File: src/rtl/tpm_pkg.sv
// constants and carrier types for the timer 2 / serial pin multiplexer
// assumes one core clock domain and a synchronous active-high reset
package tpm_pkg;

    // ----------------------------------------------------------------
    // remap option bit positions
    // ----------------------------------------------------------------
    localparam int REMAP_CH1_BIT = 4;
    localparam int REMAP_CH2_BIT = 5;
    localparam int REMAP_CH3_BIT = 6;
    localparam int REMAP_CH4_BIT = 7;

    // ----------------------------------------------------------------
    // config field positions and codes
    // ----------------------------------------------------------------
    localparam int UART_HANDSHAKE_BIT = 5;
    localparam int SPI_MASTER_BIT     = 4;
    localparam int CFG_FIELD_W        = 4;
    localparam int PB4_CFG_LSB        = 0;
    localparam int PA0_CFG_LSB        = 0;
    localparam int PA1_CFG_LSB        = 4;
    localparam int PA2_CFG_LSB        = 8;
    localparam int PA3_CFG_LSB        = 12;
    // alternate output and input codes of a port config field (arbitrary encoding)
    localparam logic [3:0] CFG_ALT_OUT    = 4'h9;
    localparam logic [3:0] CFG_ALT_OD     = 4'hd;
    localparam logic [3:0] CFG_INPUT      = 4'h4;

    // serial controller mode codes
    localparam logic [1:0] MODE_OFF  = 2'h0;
    localparam logic [1:0] MODE_UART = 2'h1;
    localparam logic [1:0] MODE_SPI  = 2'h2;
    localparam logic [1:0] MODE_TWI  = 2'h3;

    // reset values of the registered pin outputs
    localparam logic [4:0] PIN_OUT_RST = 5'h00;
    localparam logic [4:0] PIN_OE_RST  = 5'h00;

    // one pin: output value and output enable
    typedef struct packed {
        logic out;
        logic oe;
    } tpm_pin_t;

    // state of the multiplexer, except the port b bit 1 and 3 timer outputs
    typedef struct packed {
        tpm_pin_t pb4;
        tpm_pin_t pa0;
        tpm_pin_t pa1;
        tpm_pin_t pa2;
        tpm_pin_t pa3;
        logic     t2_ch1_in;
        logic     t2_ch2_in;
        logic     t2_ch3_in;
        logic     t2_ch4_in;
        logic     s1_ssel_in;
        logic     s2_mosi_in;
        logic     s2_miso_in;
        logic     s2_sda_in;
        logic     s2_scl_in;
        logic     s2_sclk_in;
        logic     s2_ssel_in;
    } tpm_state_t;

endpackage : tpm_pkg

File: src/rtl/tpm_pin_mux.sv
// pin multiplexer for port b bit 4 and port a bits 0 to 3
// assumes control inputs are static relative to CORE_CLK; pins are
// synchronous; outputs are registered, one cycle after their cause
`timescale 1ns/1ns
module tpm_pin_mux (
    input  wire logic        CORE_CLK,
    input  wire logic        SYS_RST,
    input  wire logic        CLK_EN,
    input  wire logic [7:0]  TIMER2_REMAP_OPTION,
    input  wire logic [3:0]  TIMER2_CAPTURE_COMPARE_ENABLE,
    input  wire logic [3:0]  TIMER2_CHANNEL_OUT,
    input  wire logic [3:0]  PORT_B_HIGH_CONFIG,
    input  wire logic [15:0] PORT_A_LOW_CONFIG,
    input  wire logic [1:0]  SERIAL1_MODE_SELECT,
    input  wire logic [7:0]  SERIAL1_UART_CONFIG,
    input  wire logic [7:0]  SERIAL1_SPI_CONFIG,
    input  wire logic [1:0]  SERIAL2_MODE_SELECT,
    input  wire logic [7:0]  SERIAL2_SPI_CONFIG,
    input  wire logic        SERIAL1_REQUEST_TO_SEND,
    input  wire logic        SERIAL2_MASTER_OUT,
    input  wire logic        SERIAL2_SLAVE_DATA_OUT,
    input  wire logic        SERIAL2_SPI_CLOCK_OUT,
    input  wire logic        SERIAL2_TWOWIRE_DATA_OUT,
    input  wire logic        SERIAL2_TWOWIRE_CLOCK_OUT,
    input  wire logic        TRACE_ENABLE,
    input  wire logic        PROCESSOR_TRACE_CLOCK,
    input  wire logic        PORT_B_BIT4_PIN_IN,
    input  wire logic        PORT_A_BIT0_PIN_IN,
    input  wire logic        PORT_A_BIT1_PIN_IN,
    input  wire logic        PORT_A_BIT2_PIN_IN,
    input  wire logic        PORT_A_BIT3_PIN_IN,
    output logic             PORT_B_BIT4_PIN_OUT,
    output logic             PORT_B_BIT4_PIN_OE,
    output logic             PORT_A_BIT0_PIN_OUT,
    output logic             PORT_A_BIT0_PIN_OE,
    output logic             PORT_A_BIT1_PIN_OUT,
    output logic             PORT_A_BIT1_PIN_OE,
    output logic             PORT_A_BIT2_PIN_OUT,
    output logic             PORT_A_BIT2_PIN_OE,
    output logic             PORT_A_BIT3_PIN_OUT,
    output logic             PORT_A_BIT3_PIN_OE,
    output logic             PORT_B_BIT1_TIMER_OUT,
    output logic             PORT_B_BIT1_TIMER_OE,
    output logic             PORT_B_BIT3_TIMER_OUT,
    output logic             PORT_B_BIT3_TIMER_OE,
    output logic [3:0]       TIMER2_CHANNEL_IN,
    output logic             SERIAL1_SLAVE_SELECT,
    output logic             SERIAL2_SLAVE_DATA_IN,
    output logic             SERIAL2_MASTER_IN,
    output logic             SERIAL2_TWOWIRE_DATA_IN,
    output logic             SERIAL2_TWOWIRE_CLOCK_IN,
    output logic             SERIAL2_SPI_CLOCK_IN,
    output logic             SERIAL2_SLAVE_SELECT
);

    // ----------------------------------------------------------------
    // decode helpers
    // ----------------------------------------------------------------

    // alternate push-pull output selected by a config field
    function automatic logic is_alt_out(input logic [3:0] field);
        is_alt_out = (field == tpm_pkg::CFG_ALT_OUT);
    endfunction : is_alt_out

    // alternate open-drain output selected by a config field
    function automatic logic is_alt_od(input logic [3:0] field);
        is_alt_od = (field == tpm_pkg::CFG_ALT_OD);
    endfunction : is_alt_od

    // ----------------------------------------------------------------
    // state
    // ----------------------------------------------------------------
    tpm_pkg::tpm_state_t state_ff;
    tpm_pkg::tpm_state_t nxt_state;

    logic [3:0] cfg_pb4;
    logic [3:0] cfg_pa0;
    logic [3:0] cfg_pa1;
    logic [3:0] cfg_pa2;
    logic [3:0] cfg_pa3;
    logic [3:0] remap;
    logic [3:0] tim_drive;
    logic       s1_uart;
    logic       s1_spi;
    logic       s2_spi;
    logic       s2_twi;
    logic       s1_slave;
    logic       s2_master;

    // config field extraction
    assign cfg_pb4 = PORT_B_HIGH_CONFIG[tpm_pkg::PB4_CFG_LSB +: 4];
    assign cfg_pa0 = PORT_A_LOW_CONFIG[tpm_pkg::PA0_CFG_LSB +: 4];
    assign cfg_pa1 = PORT_A_LOW_CONFIG[tpm_pkg::PA1_CFG_LSB +: 4];
    assign cfg_pa2 = PORT_A_LOW_CONFIG[tpm_pkg::PA2_CFG_LSB +: 4];
    assign cfg_pa3 = PORT_A_LOW_CONFIG[tpm_pkg::PA3_CFG_LSB +: 4];

    // remap bits per channel, index 0 is channel 1
    assign remap = {TIMER2_REMAP_OPTION[tpm_pkg::REMAP_CH4_BIT],
                    TIMER2_REMAP_OPTION[tpm_pkg::REMAP_CH3_BIT],
                    TIMER2_REMAP_OPTION[tpm_pkg::REMAP_CH2_BIT],
                    TIMER2_REMAP_OPTION[tpm_pkg::REMAP_CH1_BIT]};

    // channel output enabled in the capture-compare enable
    assign tim_drive = TIMER2_CAPTURE_COMPARE_ENABLE;

    // serial controller mode decode
    assign s1_uart   = (SERIAL1_MODE_SELECT == tpm_pkg::MODE_UART);
    assign s1_spi    = (SERIAL1_MODE_SELECT == tpm_pkg::MODE_SPI);
    assign s2_spi    = (SERIAL2_MODE_SELECT == tpm_pkg::MODE_SPI);
    assign s2_twi    = (SERIAL2_MODE_SELECT == tpm_pkg::MODE_TWI);
    assign s1_slave  = SERIAL1_SPI_CONFIG[tpm_pkg::SPI_MASTER_BIT] == 1'b0;
    assign s2_master = SERIAL2_SPI_CONFIG[tpm_pkg::SPI_MASTER_BIT];

    // ----------------------------------------------------------------
    // next-state: pin routing with timer priority
    // ----------------------------------------------------------------
    always_comb begin
        nxt_state = state_ff;
        // port b bit 4: timer ch4 if remapped, else serial1 rts
        nxt_state.pb4 = '{out: 1'b0, oe: 1'b0};
        if (remap[3] && tim_drive[3] && is_alt_out(cfg_pb4)) begin
            nxt_state.pb4 = '{out: TIMER2_CHANNEL_OUT[3], oe: 1'b1};
        end else if (s1_uart && is_alt_out(cfg_pb4) &&
                     SERIAL1_UART_CONFIG[tpm_pkg::UART_HANDSHAKE_BIT]) begin
            nxt_state.pb4 = '{out: SERIAL1_REQUEST_TO_SEND, oe: 1'b1};
        end
        // port a bit 0: timer ch1 unless remapped, else serial2 mosi
        nxt_state.pa0 = '{out: 1'b0, oe: 1'b0};
        if (!remap[0] && tim_drive[0] && is_alt_out(cfg_pa0)) begin
            nxt_state.pa0 = '{out: TIMER2_CHANNEL_OUT[0], oe: 1'b1};
        end else if (s2_spi && s2_master && is_alt_out(cfg_pa0)) begin
            nxt_state.pa0 = '{out: SERIAL2_MASTER_OUT, oe: 1'b1};
        end
        // port a bit 1: timer ch3, twi data, or spi slave out
        nxt_state.pa1 = '{out: 1'b0, oe: 1'b0};
        if (!remap[2] && tim_drive[2] && is_alt_out(cfg_pa1)) begin
            nxt_state.pa1 = '{out: TIMER2_CHANNEL_OUT[2], oe: 1'b1};
        end else if (s2_twi && is_alt_od(cfg_pa1)) begin
            // open drain: enable only while pulling low
            nxt_state.pa1 = '{out: 1'b0, oe: !SERIAL2_TWOWIRE_DATA_OUT};
        end else if (s2_spi && !s2_master && is_alt_out(cfg_pa1)) begin
            nxt_state.pa1 = '{out: SERIAL2_SLAVE_DATA_OUT, oe: 1'b1};
        end
        // port a bit 2: timer ch4 unremapped, twi clock, spi clock
        nxt_state.pa2 = '{out: 1'b0, oe: 1'b0};
        if (!remap[3] && tim_drive[3] && is_alt_out(cfg_pa2)) begin
            nxt_state.pa2 = '{out: TIMER2_CHANNEL_OUT[3], oe: 1'b1};
        end else if (s2_twi && is_alt_od(cfg_pa2)) begin
            nxt_state.pa2 = '{out: 1'b0, oe: !SERIAL2_TWOWIRE_CLOCK_OUT};
        end else if (s2_spi && s2_master && is_alt_out(cfg_pa2)) begin
            nxt_state.pa2 = '{out: SERIAL2_SPI_CLOCK_OUT, oe: 1'b1};
        end
        // port a bit 3: timer ch2 unremapped, else trace clock
        nxt_state.pa3 = '{out: 1'b0, oe: 1'b0};
        if (!remap[1] && tim_drive[1] && is_alt_out(cfg_pa3)) begin
            nxt_state.pa3 = '{out: TIMER2_CHANNEL_OUT[1], oe: 1'b1};
        end else if (TRACE_ENABLE && is_alt_out(cfg_pa3)) begin
            nxt_state.pa3 = '{out: PROCESSOR_TRACE_CLOCK, oe: 1'b1};
        end
        // capture inputs follow the remap selection
        nxt_state.t2_ch1_in = remap[0] ? 1'b0 : PORT_A_BIT0_PIN_IN;
        nxt_state.t2_ch2_in = remap[1] ? 1'b0 : PORT_A_BIT3_PIN_IN;
        nxt_state.t2_ch3_in = remap[2] ? 1'b0 : PORT_A_BIT1_PIN_IN;
        nxt_state.t2_ch4_in = remap[3] ? PORT_B_BIT4_PIN_IN
                                       : PORT_A_BIT2_PIN_IN;
        // serial inputs when not routed: slave selects and twi lines idle high, spi data and clock inputs low
        nxt_state.s1_ssel_in = (s1_spi && s1_slave) ?
                               PORT_B_BIT4_PIN_IN : 1'b1;
        nxt_state.s2_mosi_in = (s2_spi && !s2_master) ?
                               PORT_A_BIT0_PIN_IN : 1'b0;
        nxt_state.s2_miso_in = (s2_spi && s2_master) ?
                               PORT_A_BIT1_PIN_IN : 1'b0;
        nxt_state.s2_sda_in  = s2_twi ? PORT_A_BIT1_PIN_IN : 1'b1;
        nxt_state.s2_scl_in  = s2_twi ? PORT_A_BIT2_PIN_IN : 1'b1;
        nxt_state.s2_sclk_in = (s2_spi && !s2_master) ?
                               PORT_A_BIT2_PIN_IN : 1'b0;
        nxt_state.s2_ssel_in = (s2_spi && !s2_master) ?
                               PORT_A_BIT3_PIN_IN : 1'b1;
    end

    // ----------------------------------------------------------------
    // state register
    // ----------------------------------------------------------------
    always_ff @(posedge CORE_CLK) begin
        if (SYS_RST) begin
            state_ff            <= '0;
            state_ff.s1_ssel_in <= 1'b1; // slave selects idle deasserted
            state_ff.s2_ssel_in <= 1'b1;
            state_ff.s2_sda_in  <= 1'b1;
            state_ff.s2_scl_in  <= 1'b1;
        end else if (CLK_EN) begin
            state_ff <= nxt_state;
        end
    end

    // ----------------------------------------------------------------
    // remapped timer outputs on port b bits 1 and 3
    // ----------------------------------------------------------------
    logic pb1_out_ff;
    logic pb1_oe_ff;
    logic pb3_out_ff;
    logic pb3_oe_ff;

    // routed when the matching remap bit is set and channel enabled
    always_ff @(posedge CORE_CLK) begin
        if (SYS_RST) begin
            pb1_out_ff <= 1'b0;
            pb1_oe_ff  <= 1'b0;
            pb3_out_ff <= 1'b0;
            pb3_oe_ff  <= 1'b0;
        end else if (CLK_EN) begin
            pb1_out_ff <= remap[0] & TIMER2_CHANNEL_OUT[0];
            pb1_oe_ff  <= remap[0] & tim_drive[0];
            pb3_out_ff <= remap[2] & TIMER2_CHANNEL_OUT[2];
            pb3_oe_ff  <= remap[2] & tim_drive[2];
        end
    end

    // ----------------------------------------------------------------
    // outputs
    // ----------------------------------------------------------------
    assign PORT_B_BIT4_PIN_OUT      = state_ff.pb4.out;
    assign PORT_B_BIT4_PIN_OE       = state_ff.pb4.oe;
    assign PORT_A_BIT0_PIN_OUT      = state_ff.pa0.out;
    assign PORT_A_BIT0_PIN_OE       = state_ff.pa0.oe;
    assign PORT_A_BIT1_PIN_OUT      = state_ff.pa1.out;
    assign PORT_A_BIT1_PIN_OE       = state_ff.pa1.oe;
    assign PORT_A_BIT2_PIN_OUT      = state_ff.pa2.out;
    assign PORT_A_BIT2_PIN_OE       = state_ff.pa2.oe;
    assign PORT_A_BIT3_PIN_OUT      = state_ff.pa3.out;
    assign PORT_A_BIT3_PIN_OE       = state_ff.pa3.oe;
    assign PORT_B_BIT1_TIMER_OUT    = pb1_out_ff;
    assign PORT_B_BIT1_TIMER_OE     = pb1_oe_ff;
    assign PORT_B_BIT3_TIMER_OUT    = pb3_out_ff;
    assign PORT_B_BIT3_TIMER_OE     = pb3_oe_ff;
    assign TIMER2_CHANNEL_IN        = {state_ff.t2_ch4_in, state_ff.t2_ch3_in,
                                       state_ff.t2_ch2_in, state_ff.t2_ch1_in};
    assign SERIAL1_SLAVE_SELECT     = state_ff.s1_ssel_in;
    assign SERIAL2_SLAVE_DATA_IN    = state_ff.s2_mosi_in;
    assign SERIAL2_MASTER_IN        = state_ff.s2_miso_in;
    assign SERIAL2_TWOWIRE_DATA_IN  = state_ff.s2_sda_in;
    assign SERIAL2_TWOWIRE_CLOCK_IN = state_ff.s2_scl_in;
    assign SERIAL2_SPI_CLOCK_IN     = state_ff.s2_sclk_in;
    assign SERIAL2_SLAVE_SELECT     = state_ff.s2_ssel_in;

endmodule : tpm_pin_mux

File: config.mk
export PLATFORM = sky130hd
export DESIGN_NAME = tpm_pin_mux
export DESIGN_NICKNAME = d
export VERILOG_FILES = /design/src/rtl/tpm_pkg.sv /design/src/rtl/tpm_pin_mux.sv
export SDC_FILE = /design/constraint.sdc
export NUM_CORES = 1
export LEC_CHECK = 0
export ABC_AREA = 1
export BUFFER_PORTS_ARGS = -buffer_cell sky130_fd_sc_hd__buf_2
export CORE_MARGIN = 2
export CORE_UTILIZATION = 40
export CTS_BUF_LIST = sky130_fd_sc_hd__clkbuf_4
export DETAILED_ROUTE_END_ITERATION = 12
export PLACE_DENSITY = 0.9
export SETUP_SLACK_MARGIN = 0.4
export SLEW_MARGIN = 20
export SYNTH_ARGS = -nofsm -noshare
export SYNTH_HDL_FRONTEND = slang
export SYNTH_SLANG_ARGS = --single-unit
File: constraint.sdc
create_clock -name CORE_CLK -period 1.1 [get_ports CORE_CLK]
set_clock_uncertainty 0.1 [all_clocks]
set_input_delay 0.22 -clock CORE_CLK [delete_from_list [all_inputs] [get_ports CORE_CLK]]
set_output_delay 0.22 -clock CORE_CLK [all_outputs]
set_load 0.02 [all_outputs]
==> flow_summary.json, run 1 <==
{
  "wirelength_mm": 3.88,
  "die_height_um": 61.4,
  "pin_count": 105,
  "vias": 1586,
  "path_buf_inv": 1,
  "avgSynthCellArea_sq_um": 6.45,
  "rsz0062_at_grt": "yes",
  "end_kind": "primary output",
  "outcome": "finished, violations left",
  "core_area_sq_um": 3100,
  "ctsHtreeMaxLevel": 1,
  "fmax_ghz": 0.883,
  "path_cells": "buf_6",
  "clk_latency_ps": 320,
  "synth_cell_types": 22,
  "final_area_sq_um": 2340,
  "hold_class": "input port to flop",
  "ctsHoldBuffers": 0,
  "synth-seq-cells": 25,
  "setup-violations-final": 25,
  "rows": 20,
  "wire_per_inst_um": 11.4,
  "die-area_sq_um": 3770,
  "dr.first_iter.drc_count": 45,
  "slew_violations": 0,
  "power_density_nw_per_um2": 848,
  "start_util": 0.424,
  "largest_register_ffs": 4,
  "drcViolationCount": 0,
  "grt_max_degree": 24,
  "cp.required_ps": 780,
  "antenna_found_initial": 0,
  "crit_type": "flop to primary output",
  "finalCritPeriodShare": 1.03,
  "numPortBuffers": 79,
  "crit_family": "flip-flops",
  "hold_viol_final": 0,
  "cap_violations": 0,
  "placed_area_sq_um": 1950,
  "drive_gt1_frac": 0.617,
  "syn2layout_area_growth_pct": 77.7,
  "vdd_drop_max_mv": 0.498,
  "cts_buffers": 3,
  "crit_fanout": 2,
  "leakage_nw": 1.14,
  "nets": 379,
  "maxSlewHeadroom": 0.853,
  "yosys_warnings": 0,
  "clock_sinks": 25,
  "n_antenna_cell": 0,
  "seq_area_frac_synth": 0.380,
  "finalWorstSetupSlack_ps": -32.3,
  "crit_slowest_cell": "dfxtp_2",
  "max_stage_delay_ps": 370,
  "synthesis.area_sq_um": 1320,
  "worstMarginPinSlew_ps": 219,
  "grt_pass1_wl_mm": 5.92,
  "critPathLaunchType": "flop",
  "worstPathArrival_ps": 810,
  "cts-root-buf": "clkbuf_4",
  "die_w_um": 61.4,
  "grt_overflow": 0,
  "first_pass_iters": 4,
  "violations": "negative setup slack",
  "utilization": 0.754,
  "cts_buffer_depth": 2,
  "grt_util_all_layers": 0.207,
  "viasPerCell": 4.64,
  "place_hpwl_mm": 2.78,
  "syn_inst": 204,
  "cts_tree": "built",
  "drt.antenna.violating_nets": 0,
  "synth_fp_nets": 284,
  "gp_congestion": 0.805,
  "r2r_slack_ps": 180,
  "fin_crit_ps": 1130,
  "grt_pass1_vias": 1499,
  "setup_tns_ps": -466,
  "path_clk_slew_ps": 140
}
logic make-up (layout without fill, tap and decap cells):
family,Yosys count,after routing,synth area share
flops,25,25,0.380
buf+inv,39,133,0.133
simple gates,111,111,0.362
compound gates,29,29,0.125
power by group:
part | switching, W | total [W] | leakage (nW) | internal (W)
Clock | 0.000280 | 0.000419 | 0.0139 | 0.000139
Combinational | 0.000296 | 0.000580 | 0.916 | 0.000284
Sequential | 0.0000313 | 0.000983 | 0.212 | 0.000952
Total | 0.000608 | 0.00198 | 1.14 | 0.00137
final timing paths:
path / end / depth (start not counted) / from
worst min register to register: PORT_B_BIT1_TIMER_OUT$_SDFFE_PP0P_ / 2 / PORT_B_BIT1_TIMER_OUT$_SDFFE_PP0P_
worst max-delay path: PORT_A_BIT0_PIN_OUT / 1 / PORT_A_BIT0_PIN_OUT$_SDFFE_PP0P_
worst min-delay path: TIMER2_CHANNEL_IN[1]$_SDFFE_PP0P_ / 3 / PORT_A_BIT3_PIN_IN
worst max register to register: SERIAL2_TWOWIRE_DATA_IN$_SDFFE_PP1P_ / 4 / SERIAL2_TWOWIRE_DATA_IN$_SDFFE_PP1P_
cell usage after synthesis:
| library cell | number | area (sq um) |
|---|---|---|
| nand2_1 | 45 | 169 |
| nor2_1 | 34 | 128 |
| inv_1 | 30 | 113 |
| dfxtp_1 | 25 | 500 |
| nand3_1 | 21 | 105 |
| o21ai_0 | 11 | 55.1 |
| a21oi_1 | 10 | 50.1 |
| o211ai_1 | 4 | 30.0 |
| buf_4 | 3 | 22.5 |
| nor2_2 | 3 | 18.8 |
| a31oi_1 | 2 | 12.5 |
| buf_2 | 2 | 10.0 |
| buf_6 | 2 | 22.5 |
| inv_2 | 2 | 7.51 |
| nand2_2 | 2 | 12.5 |
| nand3b_1 | 2 | 15.0 |
| a21oi_2 | 1 | 8.76 |
| nand4_1 | 1 | 6.26 |
| nor2_4 | 1 | 11.3 |
| nor3_1 | 1 | 5.00 |
| nor4_1 | 1 | 6.26 |
| o21a_1 | 1 | 7.51 |
final cells by class:
cell class                 count  area, sq um
tap                           44         55.1
sequential                    25          532
inverter                      32          161
clock inverter                 1         7.51
fill                         272          764
clock buffer                   3         22.5
timing repair buffer          97          751
multi-input combinational    140          810
stage by stage:
step	instances	hold WS, ps	power (W)	worst slack, ps
2_1_floorplan	204	206	0.00126	214
3_3_place_gp	326	336	0.00145	-19.6
3_5_place_dp	326	348	0.00146	-55.0
4_1_cts	334	41.2	0.00195	-31.8
5_1_grt	342	51.6	0.00210	-78.9
6_report	342	52.5	0.00198	-32.3
cells in the final DEF (no fill, tap or decap), drive strengths merged:
master     n
a21oi     11
a31oi      2
buf       97
clkbuf     3
clkinvlp   1
dfxtp     25
inv       32
nand2     47
nand3     21
nand3b     2
nand4      1
nor2      38
nor3       1
nor4       1
o211ai     4
o21a       1
o21ai     11
routing by layer:
metal / vias up / global-route usage / share of wire
li1: 829 / - / -
met1: 698 / 0.228 / 0.40
met2: 57 / 0.398 / 0.53
met3: 2 / 0.0504 / 0.067
met4: 0 / 0.0456 / 0.0028
met5: - / 0 / 0
repair_timing:
item / 4_1_cts / 5_1_grt
resized for setup: 61 / 30
endpoints found under the setup margin: 42 / 50
buffers inserted: 4 / 8
pin swaps: 14 / 19
No activity file was read; power rests on OpenSTA's default activity.
==> inputs of run 2 (changes only) <==
--- a/config.mk
+++ b/config.mk
@@ -7,11 +7,13 @@
 export LEC_CHECK = 0
 export ABC_AREA = 1
 export BUFFER_PORTS_ARGS = -buffer_cell sky130_fd_sc_hd__buf_2
+export CELL_PAD_IN_SITES_DETAIL_PLACEMENT = 0
+export CELL_PAD_IN_SITES_GLOBAL_PLACEMENT = 1
 export CORE_MARGIN = 2
-export CORE_UTILIZATION = 40
+export CORE_UTILIZATION = 25
 export CTS_BUF_LIST = sky130_fd_sc_hd__clkbuf_4
 export DETAILED_ROUTE_END_ITERATION = 12
-export PLACE_DENSITY = 0.9
+export PLACE_DENSITY = 0.89
 export SETUP_SLACK_MARGIN = 0.4
 export SLEW_MARGIN = 20
 export SYNTH_ARGS = -nofsm -noshare
==> run 2 against run 1 <==
The flow still finishes with violations (negative setup slack). Maximum frequency rose by 0.27%. Sequential share of layout area fell by 0.11 points. Sequential power barely moved. Largest power group unchanged.
==> flow_summary.json, run 2 (synthesis gave the netlist of run 1 again) <==
{
  "outcome": "finished, violations left",
  "violations": "negative setup slack",
  "syn2layout_area_growth_pct": 78.5,
  "die_w_um": 76.6,
  "finalWorstSetupSlack_ps": -29.2,
  "cts_buffers": 3,
  "die-area_sq_um": 5860,
  "dr.first_iter.drc_count": 22,
  "core_area_sq_um": 5110,
  "fmax_ghz": 0.886,
  "drcViolationCount": 0,
  "vdd_drop_max_mv": 0.414,
  "first_pass_iters": 3,
  "swShare": 0.301,
  "worstMarginPinSlew_ps": 212,
  "rsz0062_at_grt": "yes",
  "grt_pass1_vias": 1553,
  "cts_buffer_depth": 2,
  "gp_congestion": 0.713,
  "hold_viol_final": 0,
  "numPortBuffers": 79,
  "setup-violations-final": 24,
  "crit_type": "flop to primary output",
  "hold_class": "input port to flop",
  "leakage_nw": 1.12,
  "seq_power_share": 0.488,
  "cts-root-buf": "clkbuf_4",
  "ctsHoldBuffers": 0,
  "max_stage_delay_ps": 370,
  "fin_crit_ps": 1130,
  "largest_register_ffs": 4,
  "wirelength_mm": 3.80,
  "crit_slowest_cell": "dfxtp_2",
  "ctsHtreeMaxLevel": 1,
  "nFillCells": 536,
  "path_clk_slew_ps": 150,
  "layout_commonest_cell": "buf_2",
  "drt.antenna.violating_nets": 0,
  "maxSlewHeadroom": 0.857,
  "end_kind": "primary output",
  "finalPower_w": 0.00201,
  "vias": 1523,
  "finalCritPeriodShare": 1.03,
  "wire_per_inst_um": 10.5,
  "antenna_found_initial": 0,
  "grt_overflow": 0,
  "clk_latency_ps": 320,
  "path_cells": "buf_6",
  "grt_util_all_layers": 0.133,
  "viasPerCell": 4.21,
  "drive_gt1_frac": 0.596,
  "cap_violations": 0,
  "nets": 373,
  "power_frac_clock": 0.221,
  "intPower_w": 0.00141,
  "start_util": 0.258,
  "n_antenna_cell": 0,
  "critPathLaunchType": "flop",
  "clock_sinks": 25,
  "setup_tns_ps": -390,
  "cp.required_ps": 780,
  "worstPathArrival_ps": 810,
  "crit_family": "flip-flops",
  "rows": 26,
  "path_buf_inv": 1,
  "final_cell_mix": "buf_2, nand2_1, buf_6",
  "multi_input_area_sq_um": 812,
  "layout.cells.non_filler": 362,
  "slew_violations": 0,
  "grt_pass1_wl_mm": 6.53,
  "timing.hold.ws_ps": 56.5,
  "place_inst": 354,
  "seq_area_sq_um": 532,
  "pin_count": 105,
  "p_comb_frac": 0.290,
  "p_sw_w": 0.000605,
  "grt_max_degree": 14,
  "placed_area_sq_um": 2020,
  "final_area_sq_um": 2350,
  "crit_fanout": 2,
  "power_density_nw_per_um2": 856,
  "cts_tree": "built",
  "place_hpwl_mm": 2.96,
  "die_height_um": 76.6
}
-- run 2: cell count changes in the layout (fill, tap and decap cells not counted), moves of 2 or more --
cell and delta:
buf_4 -4, buf_12 +3, buf_6 -3, nor2_2 -3
nand2_1 +2, nand2_2 -2, nor2_4 +2
-- run 2: what timing repair did --
action,CTS,global route
endpoints found under the setup margin,44,50
pin swaps,17,23
buffers inserted,3,1
resized for setup,63,26
-- run 2: final timing paths --
| path | startpoint | to | slack (ps) | cells after the start |
|---|---|---|---|---|
| max | PORT_B_BIT1_TIMER_OE$_SDFFE_PP0P_ | PORT_B_BIT1_TIMER_OE | -30 | 1 |
| min | TIMER2_CAPTURE_COMPARE_ENABLE[2] | PORT_B_BIT3_TIMER_OE$_SDFFE_PP0P_ | 60 | 3 |
| max reg2reg | PORT_A_BIT3_PIN_OE$_SDFFE_PP0P_ | PORT_A_BIT3_PIN_OE$_SDFFE_PP0P_ | 260 | 3 |
| min reg2reg | SERIAL2_MASTER_IN$_SDFFE_PP0P_ | SERIAL2_MASTER_IN$_SDFFE_PP0P_ | 370 | 2 |
-- run 2: cell type report --
class / instances / share of cell area
Sequential cell: 25 / 0.226
Timing Repair Buffer: 91 / 0.309
Clock buffer: 4 / 0.0128
Inverter: 32 / 0.0687
Tap cell: 70 / 0.0373
Multi-Input combinational cell: 140 / 0.346
-- run 2: per-stage QoR --
stage / util / setup slack [ps]
floorplan: - / 214
global placement: 0.396 / -41.6
detailed placement: 0.396 / -67.7
CTS: 0.442 / -46.6
global route: 0.460 / -78.7
finish: 0.460 / -29.2
-- run 2: per-layer routing --
layer | GRT usage | vias up | share of wire
met1 | 0.158 | 658 | 0.44
met4 | 0.0382 | 0 | 0.0071
met3 | 0.0201 | 2 | 0.049
met2 | 0.246 | 44 | 0.50
met5 | 0 | - | 0
li1 | - | 819 | -
-- run 2: power groups by stage --
stage	registers [W]	logic (W)	clock network, W
3_5_place_dp	0.000990	0.000492	0
5_1_grt	0.000988	0.000641	0.000501
2_1_floorplan	0.00104	0.000222	0
4_1_cts	0.000980	0.000557	0.000479
6_report	0.000983	0.000584	0.000446
3_3_place_gp	0.000989	0.000488	0
==> inputs of run 3 (changes only) <==
--- a/config.mk
+++ b/config.mk
@@ -5,7 +5,6 @@
 export SDC_FILE = /design/constraint.sdc
 export NUM_CORES = 1
 export LEC_CHECK = 0
-export ABC_AREA = 1
 export BUFFER_PORTS_ARGS = -buffer_cell sky130_fd_sc_hd__buf_2
 export CELL_PAD_IN_SITES_DETAIL_PLACEMENT = 0
 export CELL_PAD_IN_SITES_GLOBAL_PLACEMENT = 1
@@ -13,7 +12,7 @@
 export CORE_UTILIZATION = 25
 export CTS_BUF_LIST = sky130_fd_sc_hd__clkbuf_4
 export DETAILED_ROUTE_END_ITERATION = 12
-export PLACE_DENSITY = 0.89
+export PLACE_DENSITY = 0.9
 export SETUP_SLACK_MARGIN = 0.4
 export SLEW_MARGIN = 20
 export SYNTH_ARGS = -nofsm -noshare
==> run 3 against run 2 <==
The flow still finishes with violations (negative setup slack). First-iteration DRC count up 50%. Global-route usage is 0.99 points higher. Routed wire length up 1.7%. Power decreased by 8.2%. Worst setup slack got worse by 13 ps. Sequential share of layout area grew 0.49 points. Non-clock buffer count is 17 higher. Maximum frequency fell by 1.2%. Final cell count down 18%. Critical endpoint is now SERIAL1_SLAVE_SELECT.
==> flow_summary.json, run 3 <==
{
  "yosys.area_share.adder": 0,
  "synthXorXnorAreaFrac": 0,
  "hold_class": "input port to flop",
  "worstMarginPinSlew_ps": 380,
  "violations": "negative setup slack",
  "clk_latency_ps": 320,
  "yosys_warnings": 0,
  "wl_met3_um": 261,
  "hold_viol_final": 0,
  "path_clk_slew_ps": 150,
  "fmax_ghz": 0.875,
  "synth-simple-area-share": 0.351,
  "fin_crit_ps": 1140,
  "finalWorstSetupSlack_ps": -42.5,
  "async_reset_ff_frac": 0,
  "ctsHtreeMaxLevel": 1,
  "synth_fp_nets": 219,
  "seq_power_share": 0.509,
  "cp.required_ps": 780,
  "die-area_sq_um": 5180,
  "dr_wl_met2_mm": 2.05,
  "intPower_w": 0.00133,
  "power_frac_clock": 0.238,
  "pin_count": 105,
  "finalCritPeriodShare": 1.04,
  "cts_buffer_depth": 2,
  "layout.cells.non_filler": 297,
  "core_area_sq_um": 4410,
  "grt_overflow": 0,
  "synth_area_leaders": "dfxtp_1, nand2b_1, a21oi_1",
  "viasPerCell": 4.69,
  "nets": 326,
  "synth_compound_area_frac": 0.177,
  "die_height_um": 72.0,
  "numPortBuffers": 79,
  "setup-violations-final": 25,
  "max_stage_delay_ps": 380,
  "ctsHoldBuffers": 0,
  "avgSynthCellArea_sq_um": 8.32,
  "synth_flop_cell": "dfxtp_1",
  "leakage_nw": 1.00,
  "p_sw_w": 0.000520,
  "vias": 1392,
  "antenna_found_initial": 0,
  "clock_sinks": 25,
  "n_antenna_cell": 0,
  "largest_register_ffs": 4,
  "grt_max_degree": 17,
  "drt.antenna.violating_nets": 0,
  "utilization": 0.524,
  "first_pass_iters": 4,
  "end_kind": "primary output",
  "vdd_drop_max_mv": 0.336,
  "dr.first_iter.drc_count": 33,
  "synth-seq-cells": 25,
  "rows": 24,
  "final_cell_mix": "buf_2, buf_6, dfxtp_2",
  "place_hpwl_mm": 2.75,
  "slew_violations": 0,
  "wire_per_inst_um": 13.0,
  "topRoutingLayerUsed": "met4",
  "wirelength_mm": 3.86,
  "synth_top_area_frac": 0.433,
  "synth_edf_count": 0,
  "path_buf_inv": 1,
  "maxSlewHeadroom": 0.746,
  "cap_violations": 0,
  "outcome": "finished, violations left",
  "layout_commonest_cell": "buf_2",
  "worstPathArrival_ps": 820,
  "place_inst": 276,
  "synth_commonest_cells": "dfxtp_1, nand2_1, a21oi_1, nand2b_1, nor2_1",
  "syn2layout_area_growth_pct": 99.9,
  "grt_pass1_vias": 1417,
  "start_util": 0.262,
  "synth_top_family_by_area": "simple AND/OR/NAND/NOR gates",
  "grt_pass1_wl_mm": 5.91,
  "synth_cell_types": 32,
  "crit_family": "flip-flops",
  "die_w_um": 72.0,
  "critPathLaunchType": "flop",
  "met1Wirelength_mm": 1.54,
  "syn_inst": 139,
  "crit_type": "flop to primary output",
  "swShare": 0.281,
  "grt_util_all_layers": 0.143,
  "cts_tree": "built",
  "drive_gt1_frac": 0.718,
  "gp_congestion": 0.732,
  "path_cells": "buf_6",
  "cts-root-buf": "clkbuf_4",
  "cts_buffers": 3,
  "crit_fanout": 2,
  "yosys.area.top_type": "dfxtp_1",
  "synthMuxAreaShare": 0.00866,
  "seq_area_frac_synth": 0.433,
  "p_comb_frac": 0.253,
  "drcViolationCount": 0,
  "power_density_nw_per_um2": 800,
  "synthesis.area_sq_um": 1160,
  "crit_slowest_cell": "dfxtp_2",
  "rsz0062_at_grt": "yes",
  "synth.most_common_cell": "dfxtp_1"
}
run 3: changes by cell type in the layout (fill, tap and decap cells not counted), sizes merged, moves of 13 or more:
cell    delta
nand3     -13
inv       -31
nand2b    +13
nand2     -31
nor2      -28
buf       +17
run 3: worst paths after layout:
kind	start	endpoint	slack, ps	depth (start not counted)
worst max-delay path	SERIAL1_SLAVE_SELECT$_SDFFE_PP1P_	SERIAL1_SLAVE_SELECT	-40	1
worst min-delay path	TIMER2_CAPTURE_COMPARE_ENABLE[2]	PORT_B_BIT3_TIMER_OE$_SDFFE_PP0P_	30	3
worst max register to register	SERIAL2_TWOWIRE_CLOCK_IN$_SDFFE_PP1P_	SERIAL2_TWOWIRE_CLOCK_IN$_SDFFE_PP1P_	120	4
worst min register to register	PORT_B_BIT4_PIN_OE$_SDFFE_PP0P_	PORT_B_BIT4_PIN_OE$_SDFFE_PP0P_	360	2
run 3: tightest hold or removal path, stage by stage:
cell	delay [ps]
buf_2	110
nand3_2	70
a21oi_2	40
run 3: metal layers:
metal | track usage | vias to the layer above
met5 | 0 | -
met4 | 0.0503 | 0
met3 | 0.0222 | 2
met2 | 0.265 | 45
met1 | 0.165 | 638
li1 | - | 707
run 3: through the flow:
stage | area, sq um | worst slack, ps | TNS (ps) | power (W) | hold slack (ps)
2_1_floorplan | 1310 | 69.2 | 0 | 0.00113 | 253
3_3_place_gp | 1790 | -118 | -905 | 0.00130 | 329
3_5_place_dp | 1790 | -126 | -1100 | 0.00131 | 333
4_1_cts | 2120 | -52.4 | -952 | 0.00182 | 24.7
5_1_grt | 2310 | -78.0 | -1580 | 0.00195 | 16.6
6_report | 2310 | -42.5 | -514 | 0.00185 | 32.1
run 3: final cells by class:
| type | count | area [sq um] |
|---|---|---|
| Timing Repair Buffer | 108 | 848 |
| Tap cell | 52 | 65.1 |
| Fill cell | 422 | 2100 |
| Clock inverter | 1 | 6.26 |
| Clock buffer | 3 | 22.5 |
| Multi-Input combinational cell | 108 | 835 |
| Sequential cell | 25 | 534 |
run 3: power groups by stage:
stage               Clock [W]  Combinational, W  Sequential (W)
floorplan                   0          0.000152        0.000982
global placement            0          0.000345        0.000958
detailed placement          0          0.000351        0.000959
CTS                  0.000465          0.000414        0.000941
global route         0.000501          0.000504        0.000944
finish               0.000439          0.000468        0.000941
run 3: what timing repair did:
action	in CTS	in global routing
buffers inserted	10	7
pin swaps	17	13
gates resized for setup	69	30
endpoints found under the setup margin	48	49
run 3: logic make-up (layout without fill, tap and decap cells):
family / count (synthesis) / after routing
multiplexers: 1 / 1
buffers and inverters: 6 / 112
AO/OA/AOI/OAI: 35 / 35
AND/OR/NAND/NOR: 72 / 72
flip-flops: 25 / 25
